===== src/verilog/asp_pkg.sv =====
// Purpose: Shared constants and types for the converter serial port.
// Assumes: One system clock; the serial link pins are asynchronous to it.
// Notes:   Register widths and reset values live here only.
package asp_pkg;

    localparam logic [1:0] RS_STATUS = 2'h0;
    localparam logic [1:0] RS_MODE   = 2'h1;
    localparam logic [1:0] RS_FILTER = 2'h2;
    localparam logic [1:0] RS_DATA   = 2'h3;

    // Command byte fields, first bit received is bit 7.
    localparam int CMD_GATE_BIT = 7;
    localparam int CMD_RS_HI    = 5;
    localparam int CMD_RS_LO    = 4;
    localparam int CMD_READ_BIT = 3;

    localparam int STATUS_RDY_BIT = 7;

    localparam logic [7:0]  STATUS_RESET = 8'h8C;
    localparam logic [7:0]  MODE_RESET   = 8'h02;
    localparam logic [7:0]  FILTER_RESET = 8'h04;
    localparam logic [23:0] DATA_RESET   = 24'h000000;
    localparam logic [7:0]  CMD_RESET    = 8'h00;

    // Last bit index of a byte and of the result word.
    localparam logic [4:0] BYTE_LAST = 5'h07;
    localparam logic [4:0] WORD_LAST = 5'h17;

    // Rising serial clocks with the data input high that reset the part.
    localparam logic [5:0] RESET_ONES = 6'h20;

    typedef struct packed {
        logic sclk;
        logic cs_n;
        logic din;
    } asp_pins_t;

    typedef struct packed {
        logic       dout;
        logic       dout_oe_n;
    } asp_pin_out_t;

endpackage


===== src/verilog/asp_port.sv =====
// Purpose: Device side of the converter serial port and its ready signalling.
// Assumes: Host drives the link clock; clk_sys samples it through two flops.
// Notes:   Serial clock edges are found in the system domain.
//
// Contract
// - Bursty serial clock keeps transfer position.
// - Select low enables serial participation.
// - Select tied low still works fully.
// - Conversion completion drives ready pin low, except during a read.
// - Unread result releases ready before update.
// - Output bit shifted on clock falling.
// - Select high tristates pin, flag continues.
// - Ready flag kept in status register.
// - Output shifter loads any addressed register.
// - Input shifter writes only the mode or filter register.
// - Command byte first, then back to command.
// - Thirty-two ones reset the whole device.
// - Leading one holds command bit position.
// - Reading result returns ready high.
`timescale 1ns/1ps
module asp_port (
    input  wire logic                 clk_sys,
    input  wire logic                 resetn,
    input  wire asp_pkg::asp_pins_t   pins,
    input  wire logic                 conv_done,
    input  wire logic [23:0]          conv_result,
    input  wire logic                 update_soon,
    output asp_pkg::asp_pin_out_t     pin_out,
    output logic                      ready_n,
    output logic [7:0]                mode_reg,
    output logic [7:0]                filter_reg,
    output logic [7:0]                cmd_reg,
    output logic                      part_reset
);
    import asp_pkg::*;

    typedef enum logic [1:0] {
        ST_CMD,
        ST_WRITE,
        ST_READ
    } asp_phase_t;

    typedef struct packed {
        asp_phase_t   phase;
        logic [4:0]   cnt;
        logic [5:0]   ones;
        logic [7:0]   cmd;
        logic [23:0]  sh_in;
        logic [23:0]  sh_out;
        logic [7:0]   mode;
        logic [7:0]   filt;
        logic [23:0]  data;
        logic         rdy_n;
        logic         dout;
        logic         oe_n;
        logic         srst;
        logic         sclk_prev;
    } asp_state_t;

    localparam asp_state_t RESET_STATE = '{
        phase: ST_CMD, cnt: 5'h00, ones: 6'h00, cmd: CMD_RESET,
        sh_in: 24'h000000, sh_out: 24'h000000, mode: MODE_RESET,
        filt: FILTER_RESET, data: DATA_RESET,
        rdy_n: STATUS_RESET[STATUS_RDY_BIT], dout: 1'b1, oe_n: 1'b1,
        srst: 1'b0, sclk_prev: 1'b1};

    function automatic logic [4:0] reg_last(input logic [1:0] rs);
        reg_last = (rs == RS_DATA) ? WORD_LAST : BYTE_LAST;
    endfunction

    asp_pins_t  sp;
    asp_state_t st_q;
    asp_state_t st_d;
    logic       rise;
    logic       fall;
    logic [1:0] rs;
    logic [7:0] status_val;

    asp_sync u_sync (
        .clk_sys (clk_sys),
        .resetn  (resetn),
        .raw     (pins),
        .synced  (sp)
    );

    // Edges count only while selected; a high select merely pauses the transfer.
    assign rise       = sp.sclk && !st_q.sclk_prev && !sp.cs_n;
    assign fall       = !sp.sclk && st_q.sclk_prev && !sp.cs_n;
    assign rs         = st_q.cmd[CMD_RS_HI:CMD_RS_LO];
    assign status_val = {st_q.rdy_n, STATUS_RESET[6:0]};

    always_comb begin
        logic [7:0]  new_cmd;
        logic [23:0] shifted;
        new_cmd          = {st_q.sh_in[6:0], sp.din};
        shifted          = {st_q.sh_in[22:0], sp.din};
        st_d             = st_q;
        st_d.sclk_prev   = sp.sclk;
        st_d.srst        = 1'b0;
        st_d.oe_n        = sp.cs_n;

        if (rise) begin
            st_d.sh_in = shifted;
            case (st_q.phase)
                ST_CMD: begin
                    if (st_q.cnt == 5'h00 && sp.din) begin
                        st_d.cnt = 5'h00;
                    end else if (st_q.cnt == BYTE_LAST) begin
                        st_d.cmd = new_cmd;
                        st_d.cnt = 5'h00;
                        if (new_cmd[CMD_READ_BIT]) begin
                            st_d.phase = ST_READ;
                            case (new_cmd[CMD_RS_HI:CMD_RS_LO])
                                RS_STATUS: st_d.sh_out = {status_val, 16'h0000};
                                RS_MODE:   st_d.sh_out = {st_q.mode, 16'h0000};
                                RS_FILTER: st_d.sh_out = {st_q.filt, 16'h0000};
                                default:   st_d.sh_out = st_q.data;
                            endcase
                        end else if (new_cmd[CMD_RS_HI:CMD_RS_LO] == RS_STATUS) begin
                            st_d.phase = ST_CMD;
                        end else begin
                            st_d.phase = ST_WRITE;
                        end
                    end else begin
                        st_d.cnt = st_q.cnt + 5'h01;
                    end
                end
                ST_WRITE: begin
                    if (st_q.cnt == reg_last(rs)) begin
                        st_d.cnt   = 5'h00;
                        st_d.phase = ST_CMD;
                        if (rs == RS_MODE) begin
                            st_d.mode = shifted[7:0];
                        end else if (rs == RS_FILTER) begin
                            st_d.filt = shifted[7:0];
                        end
                    end else begin
                        st_d.cnt = st_q.cnt + 5'h01;
                    end
                end
                default: begin
                    if (st_q.cnt == reg_last(rs)) begin
                        st_d.cnt   = 5'h00;
                        st_d.phase = ST_CMD;
                        if (rs == RS_DATA) begin
                            st_d.rdy_n = 1'b1;
                        end
                    end else begin
                        st_d.cnt = st_q.cnt + 5'h01;
                    end
                end
            endcase
            if (!sp.din) begin
                st_d.ones = 6'h00;
            end else if (st_q.ones != RESET_ONES) begin
                st_d.ones = st_q.ones + 6'h01;
            end
        end

        if (fall && st_q.phase == ST_READ) begin
            st_d.dout   = st_q.sh_out[23];
            st_d.sh_out = {st_q.sh_out[22:0], 1'b0};
        end else if (st_q.phase != ST_READ) begin
            st_d.dout = st_d.rdy_n;
        end

        // The flag keeps tracking conversions whether or not the pin is driven.
        if (update_soon) begin
            st_d.rdy_n = 1'b1;
        end
        if (conv_done) begin
            st_d.rdy_n = 1'b0;
            st_d.data  = conv_result;
            if (st_q.phase != ST_READ) begin
                st_d.dout = 1'b0;
            end
        end

        if (st_d.ones == RESET_ONES) begin
            st_d      = RESET_STATE;
            st_d.srst = 1'b1;
            st_d.oe_n = sp.cs_n;
            st_d.sclk_prev = sp.sclk;
        end
    end

    always_ff @(posedge clk_sys) begin
        if (!resetn) begin
            st_q <= RESET_STATE;
        end else begin
            st_q <= st_d;
        end
    end

    assign pin_out.dout      = st_q.dout;
    assign pin_out.dout_oe_n = st_q.oe_n;
    assign ready_n           = st_q.rdy_n;
    assign mode_reg          = st_q.mode;
    assign filter_reg        = st_q.filt;
    assign cmd_reg           = st_q.cmd;
    assign part_reset        = st_q.srst;

endmodule


===== src/verilog/asp_sync.sv =====
// Purpose: Two-flop synchroniser for the serial link pins.
// Assumes: Inputs are asynchronous to clk_sys.
// Notes:   The first stage feeds only the second stage.
`timescale 1ns/1ps
module asp_sync (
    input  wire logic              clk_sys,
    input  wire logic              resetn,
    input  wire asp_pkg::asp_pins_t raw,
    output asp_pkg::asp_pins_t     synced
);
    import asp_pkg::*;

    typedef struct packed {
        asp_pins_t s1;
        asp_pins_t s2;
    } asp_sync_state_t;

    localparam asp_pins_t IDLE = '{sclk: 1'b1, cs_n: 1'b1, din: 1'b0};

    asp_sync_state_t st_q;
    asp_sync_state_t st_d;

    always_comb begin
        st_d    = st_q;
        st_d.s1 = raw;
        st_d.s2 = st_q.s1;
    end

    always_ff @(posedge clk_sys) begin
        if (!resetn) begin
            st_q <= '{s1: IDLE, s2: IDLE};
        end else begin
            st_q <= st_d;
        end
    end

    assign synced = st_q.s2;

endmodule


===== config.mk =====
export PLATFORM = sky130hd
export DESIGN_NAME = asp_port
export DESIGN_NICKNAME = d
export VERILOG_FILES = /design/src/verilog/asp_pkg.sv /design/src/verilog/asp_port.sv /design/src/verilog/asp_sync.sv
export SDC_FILE = /design/constraint.sdc
export NUM_CORES = 1
export LEC_CHECK = 0
export ABC_AREA = 0
export BUFFER_PORTS_ARGS = -buffer_cell sky130_fd_sc_hd__clkbuf_2
export CORE_MARGIN = 2
export CORE_UTILIZATION = 45
export DETAILED_ROUTE_END_ITERATION = 16
export PLACE_DENSITY = 0.68
export SLEW_MARGIN = 20
export SYNTH_ARGS = -nofsm -noshare
export SYNTH_HDL_FRONTEND = slang
export SYNTH_SLANG_ARGS = --single-unit

===== constraint.sdc =====
create_clock -name clk_sys -period 2.4 [get_ports clk_sys]
set_input_delay 0 -clock clk_sys [delete_from_list [all_inputs] [get_ports clk_sys]]
set_output_delay 0 -clock clk_sys [all_outputs]
set_load 0.005 [all_outputs]

==> out/results.ini, run 1 <==
[timing]
fin_skew_ns=0.00810
hold_viol=0
fmax_mhz=434
slew_headroom_pct=59.9
post-route-min-period_ns=2.30
worstMarginPinSlew_ns=0.602
drv_slew=0
finalSetupViolCount=0
finalCritPeriodShare_pct=96.0
fin_ws_ns=0.0966

[route]
vias_per_cell=5.13
drtIter0Drc=187
wl_per_cell_um=13.8
drtPass1Iterations=4
ant_nets=0
drc=0
routed_wl_um=9910
dr_total_vias=3673

[synthesis]
yosysTopAreaCell=dfxtp_1
synthArstFlopShare_pct=0
ys_ff_latch=103
ys_types=52
synth_ff_type=dfxtp_1
syn_nets=547
seq_area_frac_synth_pct=45.0
synthCells=512
synth_top_area_share_pct=45.0
yosys_warnings=0
synth_edf_count=0
syn-cell-area_mm2=0.00458
post-synth-top-count-cell=dfxtp_1
postSynthAreaPerCell_um2=8.95
yosys-top-cells-count=dfxtp_1 (103), nand2_1 (72), nor2_1 (71)
synthTopCellsByArea=dfxtp_1 (45%), mux2i_1 (10%), nand2_1 (5.9%), nor2_1 (5.8%), buf_4 (4.6%)

[global_route]
grt_usage_pct=18.3
gr-usage-met1_pct=24.0
grt_pass1_wl_um=16600
antenna_found_initial=0
grt_max_degree=59
grt_pass1_vias=3500
grt_use_met2_pct=30.6
top_usage_layer=met2
overflow=0
gr-usage-met3_pct=4.49

[worst_setup_path]
end_kind=flop
crit_type=reg2reg
worstPathArrival_ns=2.55
path_max_fanout=30
worstPathRequired_ns=2.65
cp-start-kind=flop

[die]
die_w_um=105
row_count=36
die-height_um=105
dieArea_mm2=0.0110
initial_core_util_pct=46.6
coreArea_mm2=0.00982
ios=59

[cells_and_area]
nets=613
largest-register=st_q
drive_gt1_share_pct=20.6
fin_area_mm2=0.00544
areaGrowthSynthToFinish_pct=18.7
post-route-util_pct=55.4
largest_reg_flops=69
diodes=0

[power_and_ir_drop]
power.switching_uw=711
p_total_mw=2.95
p_int_mw=2.24
power_frac_seq_pct=59.7
swShare_pct=24.1
combinationalPowerShare_pct=6.2
vdd_drop_max_v=0.000378
p_per_area_mw_per_mm2=543
p_clk_share_pct=34.1
leakage_nw=2.23

[placed_design]
routabilityCongestion=0.834
dpl_cell_area_mm2=0.00487
io_buffers=58
pre_cts_ws_ns=0.0687
dp_hpwl_um=6690

[cts]
cts_tree=built
clock-root-buffer=clkbuf_8
htree_levels=3
clk_latency_ns=0.36
clk_pin_slew_worst_paths_ns=0.10
cts_num_sinks=103
clockBufferDepth=2
tritoncts.num_buffers=9

[flow_run]
max_cap_viol_count=0

[min_path]
hold_path_class=in2reg

[status]
outcome=complete, no violations

==> final cells by class <==
type                            instances  area, um^2
Timing Repair Buffer                  114         835
Multi-Input combinational cell        339        2150
Inverter                               11        41.3
Sequential cell                       103        2060
Clock inverter                          6        55.1
Tap cell                              133         166
Fill cell                             921        4380
Clock buffer                           10         128
==> repair_timing <==
action | in CTS | in global routing
resized for setup | 0 | 5
endpoints found under the setup margin | 0 | 82
hold buffers | 31 | 0
endpoints found under the hold margin | 30 | 0
setup buffers | 0 | 3
==> per-layer routing <==
metal	up-vias	wire, um
met4	0	95
met2	89	4790
met5	-	0
li1	1860	-
met3	12	484
met1	1712	4540
==> worst max-delay path, cell delays in order, from the launching register on <==
cell     delay, ns
dfxtp_2       0.39
inv_1         0.10
ha_1          0.33
o211a_1       0.24
a211o_1       0.35
o31ai_4       0.27
buf_4         0.17
buf_6         0.22
nor2_1        0.09
==> layout by cell type, fill, tap and decap left out, types with 3 or more instances in the layout <==
cell	instances
dfxtp_1	101
nand2_1	72
nor2_1	71
clkbuf_2	58
mux2i_1	47
dlygate4sd3_1	31
buf_4	21
a21oi_1	18
a31oi_1	16
inv_1	11
nor2b_1	9
clkbuf_8	9
nand2b_1	8
a22oi_1	8
a221oi_1	8
o21ai_0	7
nor3_1	6
or4_1	5
mux2_2	5
nand3_1	4
o211ai_1	4
a211o_1	4
ha_1	4
and2_1	3
a21boi_0	3
==> worst paths after layout <==
kind,cells after the start,slack (ns),to,start
worst max-delay path,8,0.1,st_q[16],st_q[101]
worst min-delay path,2,0.02,ready_n,conv_done
worst max register to register,8,0.1,st_q[16],st_q[101]
worst min register to register,1,0.43,u_sync.synced[1],u_sync.st_d[1]
==> kinds of logic (layout without fill, tap and decap cells) <==
| kind of cell | Yosys count | count (layout) | share of synthesized area [%] |
|---|---|---|---|
| DFF | 103 | 103 | 45.0 |
| muxes | 53 | 53 | 12.0 |
| and+or+nand+nor | 199 | 199 | 20.3 |
| buffers and inverters | 70 | 141 | 8.66 |
| AOI/OAI and AO/OA | 80 | 80 | 12.3 |
| adders and majority gates | 4 | 4 | 1.09 |
| xor gates and xnor gates | 3 | 3 | 0.574 |
==> per-stage QoR <==
| stage | setup TNS [ns] | cells | hold slack, ns |
|---|---|---|---|
| floorplan | 0 | 512 | 0.0730 |
| detailed placement | 0 | 665 | 0.187 |
| CTS | 0 | 712 | 0.00279 |
| global placement | 0 | 665 | 0.181 |
| global route | -0.00245 | 716 | 0.0152 |
| finish | 0 | 716 | 0.0154 |
==> power by group through the flow <==
stage	Combinational [mW]	Clock (mW)	Sequential, mW
final	0.183	1.01	1.76
after global routing	0.200	1.10	1.77
after CTS	0.173	1.03	1.76
after detailed placement	0.133	0	1.80
after global placement	0.129	0	1.80
after floorplan	0.0899	0	1.79
(Power assumes the default switching activity.)
==> run 2: changes to the inputs <==
--- a/config.mk
+++ b/config.mk
@@ -7,10 +7,12 @@
 export LEC_CHECK = 0
 export ABC_AREA = 0
 export BUFFER_PORTS_ARGS = -buffer_cell sky130_fd_sc_hd__clkbuf_2
+export CELL_PAD_IN_SITES_DETAIL_PLACEMENT = 2
+export CELL_PAD_IN_SITES_GLOBAL_PLACEMENT = 2
 export CORE_MARGIN = 2
-export CORE_UTILIZATION = 45
+export CORE_UTILIZATION = 35
 export DETAILED_ROUTE_END_ITERATION = 16
-export PLACE_DENSITY = 0.68
+export PLACE_DENSITY = 0.82
 export SLEW_MARGIN = 20
 export SYNTH_ARGS = -nofsm -noshare
 export SYNTH_HDL_FRONTEND = slang
==> run 2 against run 1 <==
  * Clock power grew 67%
  * Sequential share of layout area down 2.5 points
  * Hold slack better by 0.023 ns
  * Die area grew 27%
  * Combinational power grew 19%
  * Total power increased by 25%
  * Cell area increased by 7.3%
  * Critical path depth increased by 1
==> out/results.ini, run 2 (synthesis results as in run 1) <==
[status]
outcome=complete, no violations

[worst_setup_path]
crit_slowest_cell=dfxtp_2
r2r_start=st_q[102]
slowest_delay_ns=0.40  ; about the same
worstPathRequired_ns=2.64  ; about the same
crit_start=st_q[102]
path_cells=inv_1 -> ha_1 -> o211a_1 -> a211o_4 -> o31ai_4 -> buf_4 -> clkbuf_16 -> buf_4 -> a21oi_1
end_kind=flop
path_max_fanout=7  ; -77%
crit_top_cell=buf_4
crit_type=reg2reg
cp-start-kind=flop
worstPathArrival_ns=2.55  ; about the same

[die]
row_count=41  ; +14%
dieArea_mm2=0.0140  ; +27%
ios=59  ; unchanged
die-height_um=118  ; +13%
initial_core_util_pct=36.0  ; -11 points
coreArea_mm2=0.0127  ; +30%
die_w_um=118  ; +13%

[cells_and_area]
layout_commonest_cell=dfxtp_1
final_cell_mix=dfxtp_1 (101), nand2_1 (72), nor2_1 (71), clkbuf_2 (58), mux2i_1 (47)
diodes=0  ; unchanged
post-route-util_pct=45.8  ; -9.5 points
nets=625  ; +2.0%
largest-register=st_q
num-fill-cells=1389  ; +51%
largest_reg_flops=69  ; unchanged
fin_area_mm2=0.00583  ; +7.3%
multi_input_area_mm2=0.00215  ; +0.41%
areaGrowthSynthToFinish_pct=27.3
drive_gt1_share_pct=23.5  ; +2.9 points
regArea_mm2=0.00207  ; +0.12%

[cts]
cts_num_sinks=103  ; unchanged
clk_pin_slew_worst_paths_ns=0.07  ; -0.03 ns
htree_levels=3  ; unchanged
cts_tree=built
tritoncts.num_buffers=9  ; unchanged
clock-root-buffer=clkbuf_16
clockBufferDepth=2  ; unchanged
clk_latency_ns=0.35  ; about the same

[route]
drc=0  ; unchanged
wl_per_cell_um=19.6  ; +41%
drtIter0Drc=196  ; +4.8%
vias_per_cell=5.16  ; +0.59%
dr_total_vias=3958  ; +7.8%
drtPass1Iterations=4  ; unchanged
routed_wl_um=15000  ; +51%
ant_nets=0  ; unchanged

[timing]
fin_skew_ns=0.00750  ; -0.000598 ns
slew_headroom_pct=51.8  ; -8.1 points
worstMarginPinSlew_ns=0.723  ; +0.121 ns
finalSetupViolCount=0  ; unchanged
hold_viol=0  ; unchanged
drv_slew=0  ; unchanged
fin_ws_ns=0.0872  ; -0.00940 ns
post-route-min-period_ns=2.31  ; +0.00940 ns
tns_ns=0  ; unchanged
finalCritPeriodShare_pct=96.4  ; +0.39 points
fmax_mhz=432  ; -0.41%

[power_and_ir_drop]
p_per_area_mw_per_mm2=631  ; +16%
leakage_nw=2.41  ; +8.1%
vdd_drop_max_v=0.000547  ; +45%
p_total_mw=3.68  ; +25%

[min_path]
hold_start=resetn
hold_path_class=in2reg

[placed_design]
routabilityCongestion=0.759  ; -9.0%
dpl_cell_area_mm2=0.00502  ; +3.3%
pre_cts_ws_ns=0.0337  ; -0.0350 ns
dp_hpwl_um=9300  ; +39%
io_buffers=58  ; unchanged

[global_route]
grt_usage_pct=20.2  ; +1.9 points
overflow=0  ; unchanged
grt_pass1_wl_um=22500  ; +36%
antenna_found_initial=0  ; unchanged
grt_max_degree=33  ; -44%
grt_pass1_vias=4357  ; +24%

[flow_run]
max_cap_viol_count=0  ; unchanged

run 2: cell count changes in the layout (fill, tap and decap cells not counted), sizes merged:
| cell | change |
|---|---|
| dlygate4sd3 | -3 |
| bufinv | +3 |
| clkbuf | +2 |
| inv | -1 |
| clkinvlp | -1 |
| buf | +12 |
run 2: final cells by class:
type / instances / share of cell area (%)
Multi-Input combinational cell: 339 / 37.0
Sequential cell: 103 / 35.5
Timing Repair Buffer: 126 / 17.3
Clock buffer: 9 / 3.86
Tap cell: 172 / 3.69
Clock inverter: 7 / 2.06
Inverter: 11 / 0.708
run 2: path summary, 6_finish.rpt:
kind                                    endpoint  slack (ns)  cells past startpoint
worst max-delay path                    st_q[68]        0.09                      9
worst min-delay path              u_sync.st_d[1]        0.04                      2
worst max register to register          st_q[68]        0.09                      9
worst min register to register  u_sync.synced[2]        0.42                      1
run 2: metrics by stage:
stage,instances,hold slack [ns]
2_1_floorplan,512,0.0730
3_3_place_gp,713,0.185
3_5_place_dp,713,0.191
4_1_cts,757,0.0400
5_1_grt,767,0.0633
6_report,767,0.0382
run 2: what timing repair did:
action,CTS,global route
endpoints found under the setup margin,59,67
setup buffers,0,6
hold endpoints to repair,28,0
gates resized for setup,1,8
hold buffers,28,0
cloned,0,4
pin swaps,0,2
run 2: critical path: cells and delay by family, from the launching register on:
kind	cells	cell delay, ns
AO/OA/AOI/OAI	4	1.00
adder cells (fa/ha/maj)	1	0.29
buffers and inverters	4	0.48
flip-flops	1	0.40
run 2: per-layer routing:
metal  vias to the layer above  wire (um)  part of all wire (%)  track usage [%]
met5                         -          0                     0                0
met4                         0        199                   1.3             4.32
li1                       1893          -                     -                -
met3                        14        476                   3.2             5.12
met1                      1975       6300                    42             22.6
met2                        76       8020                    53             38.2
run 2: where the power goes:
part / leakage (nW) / internal [mW] / switching (mW)
sequential: 0.838 / 1.74 / 0.0253
combinational: 1.41 / 0.123 / 0.0953
clock: 0.166 / 1.02 / 0.671
total: 2.41 / 2.89 / 0.792
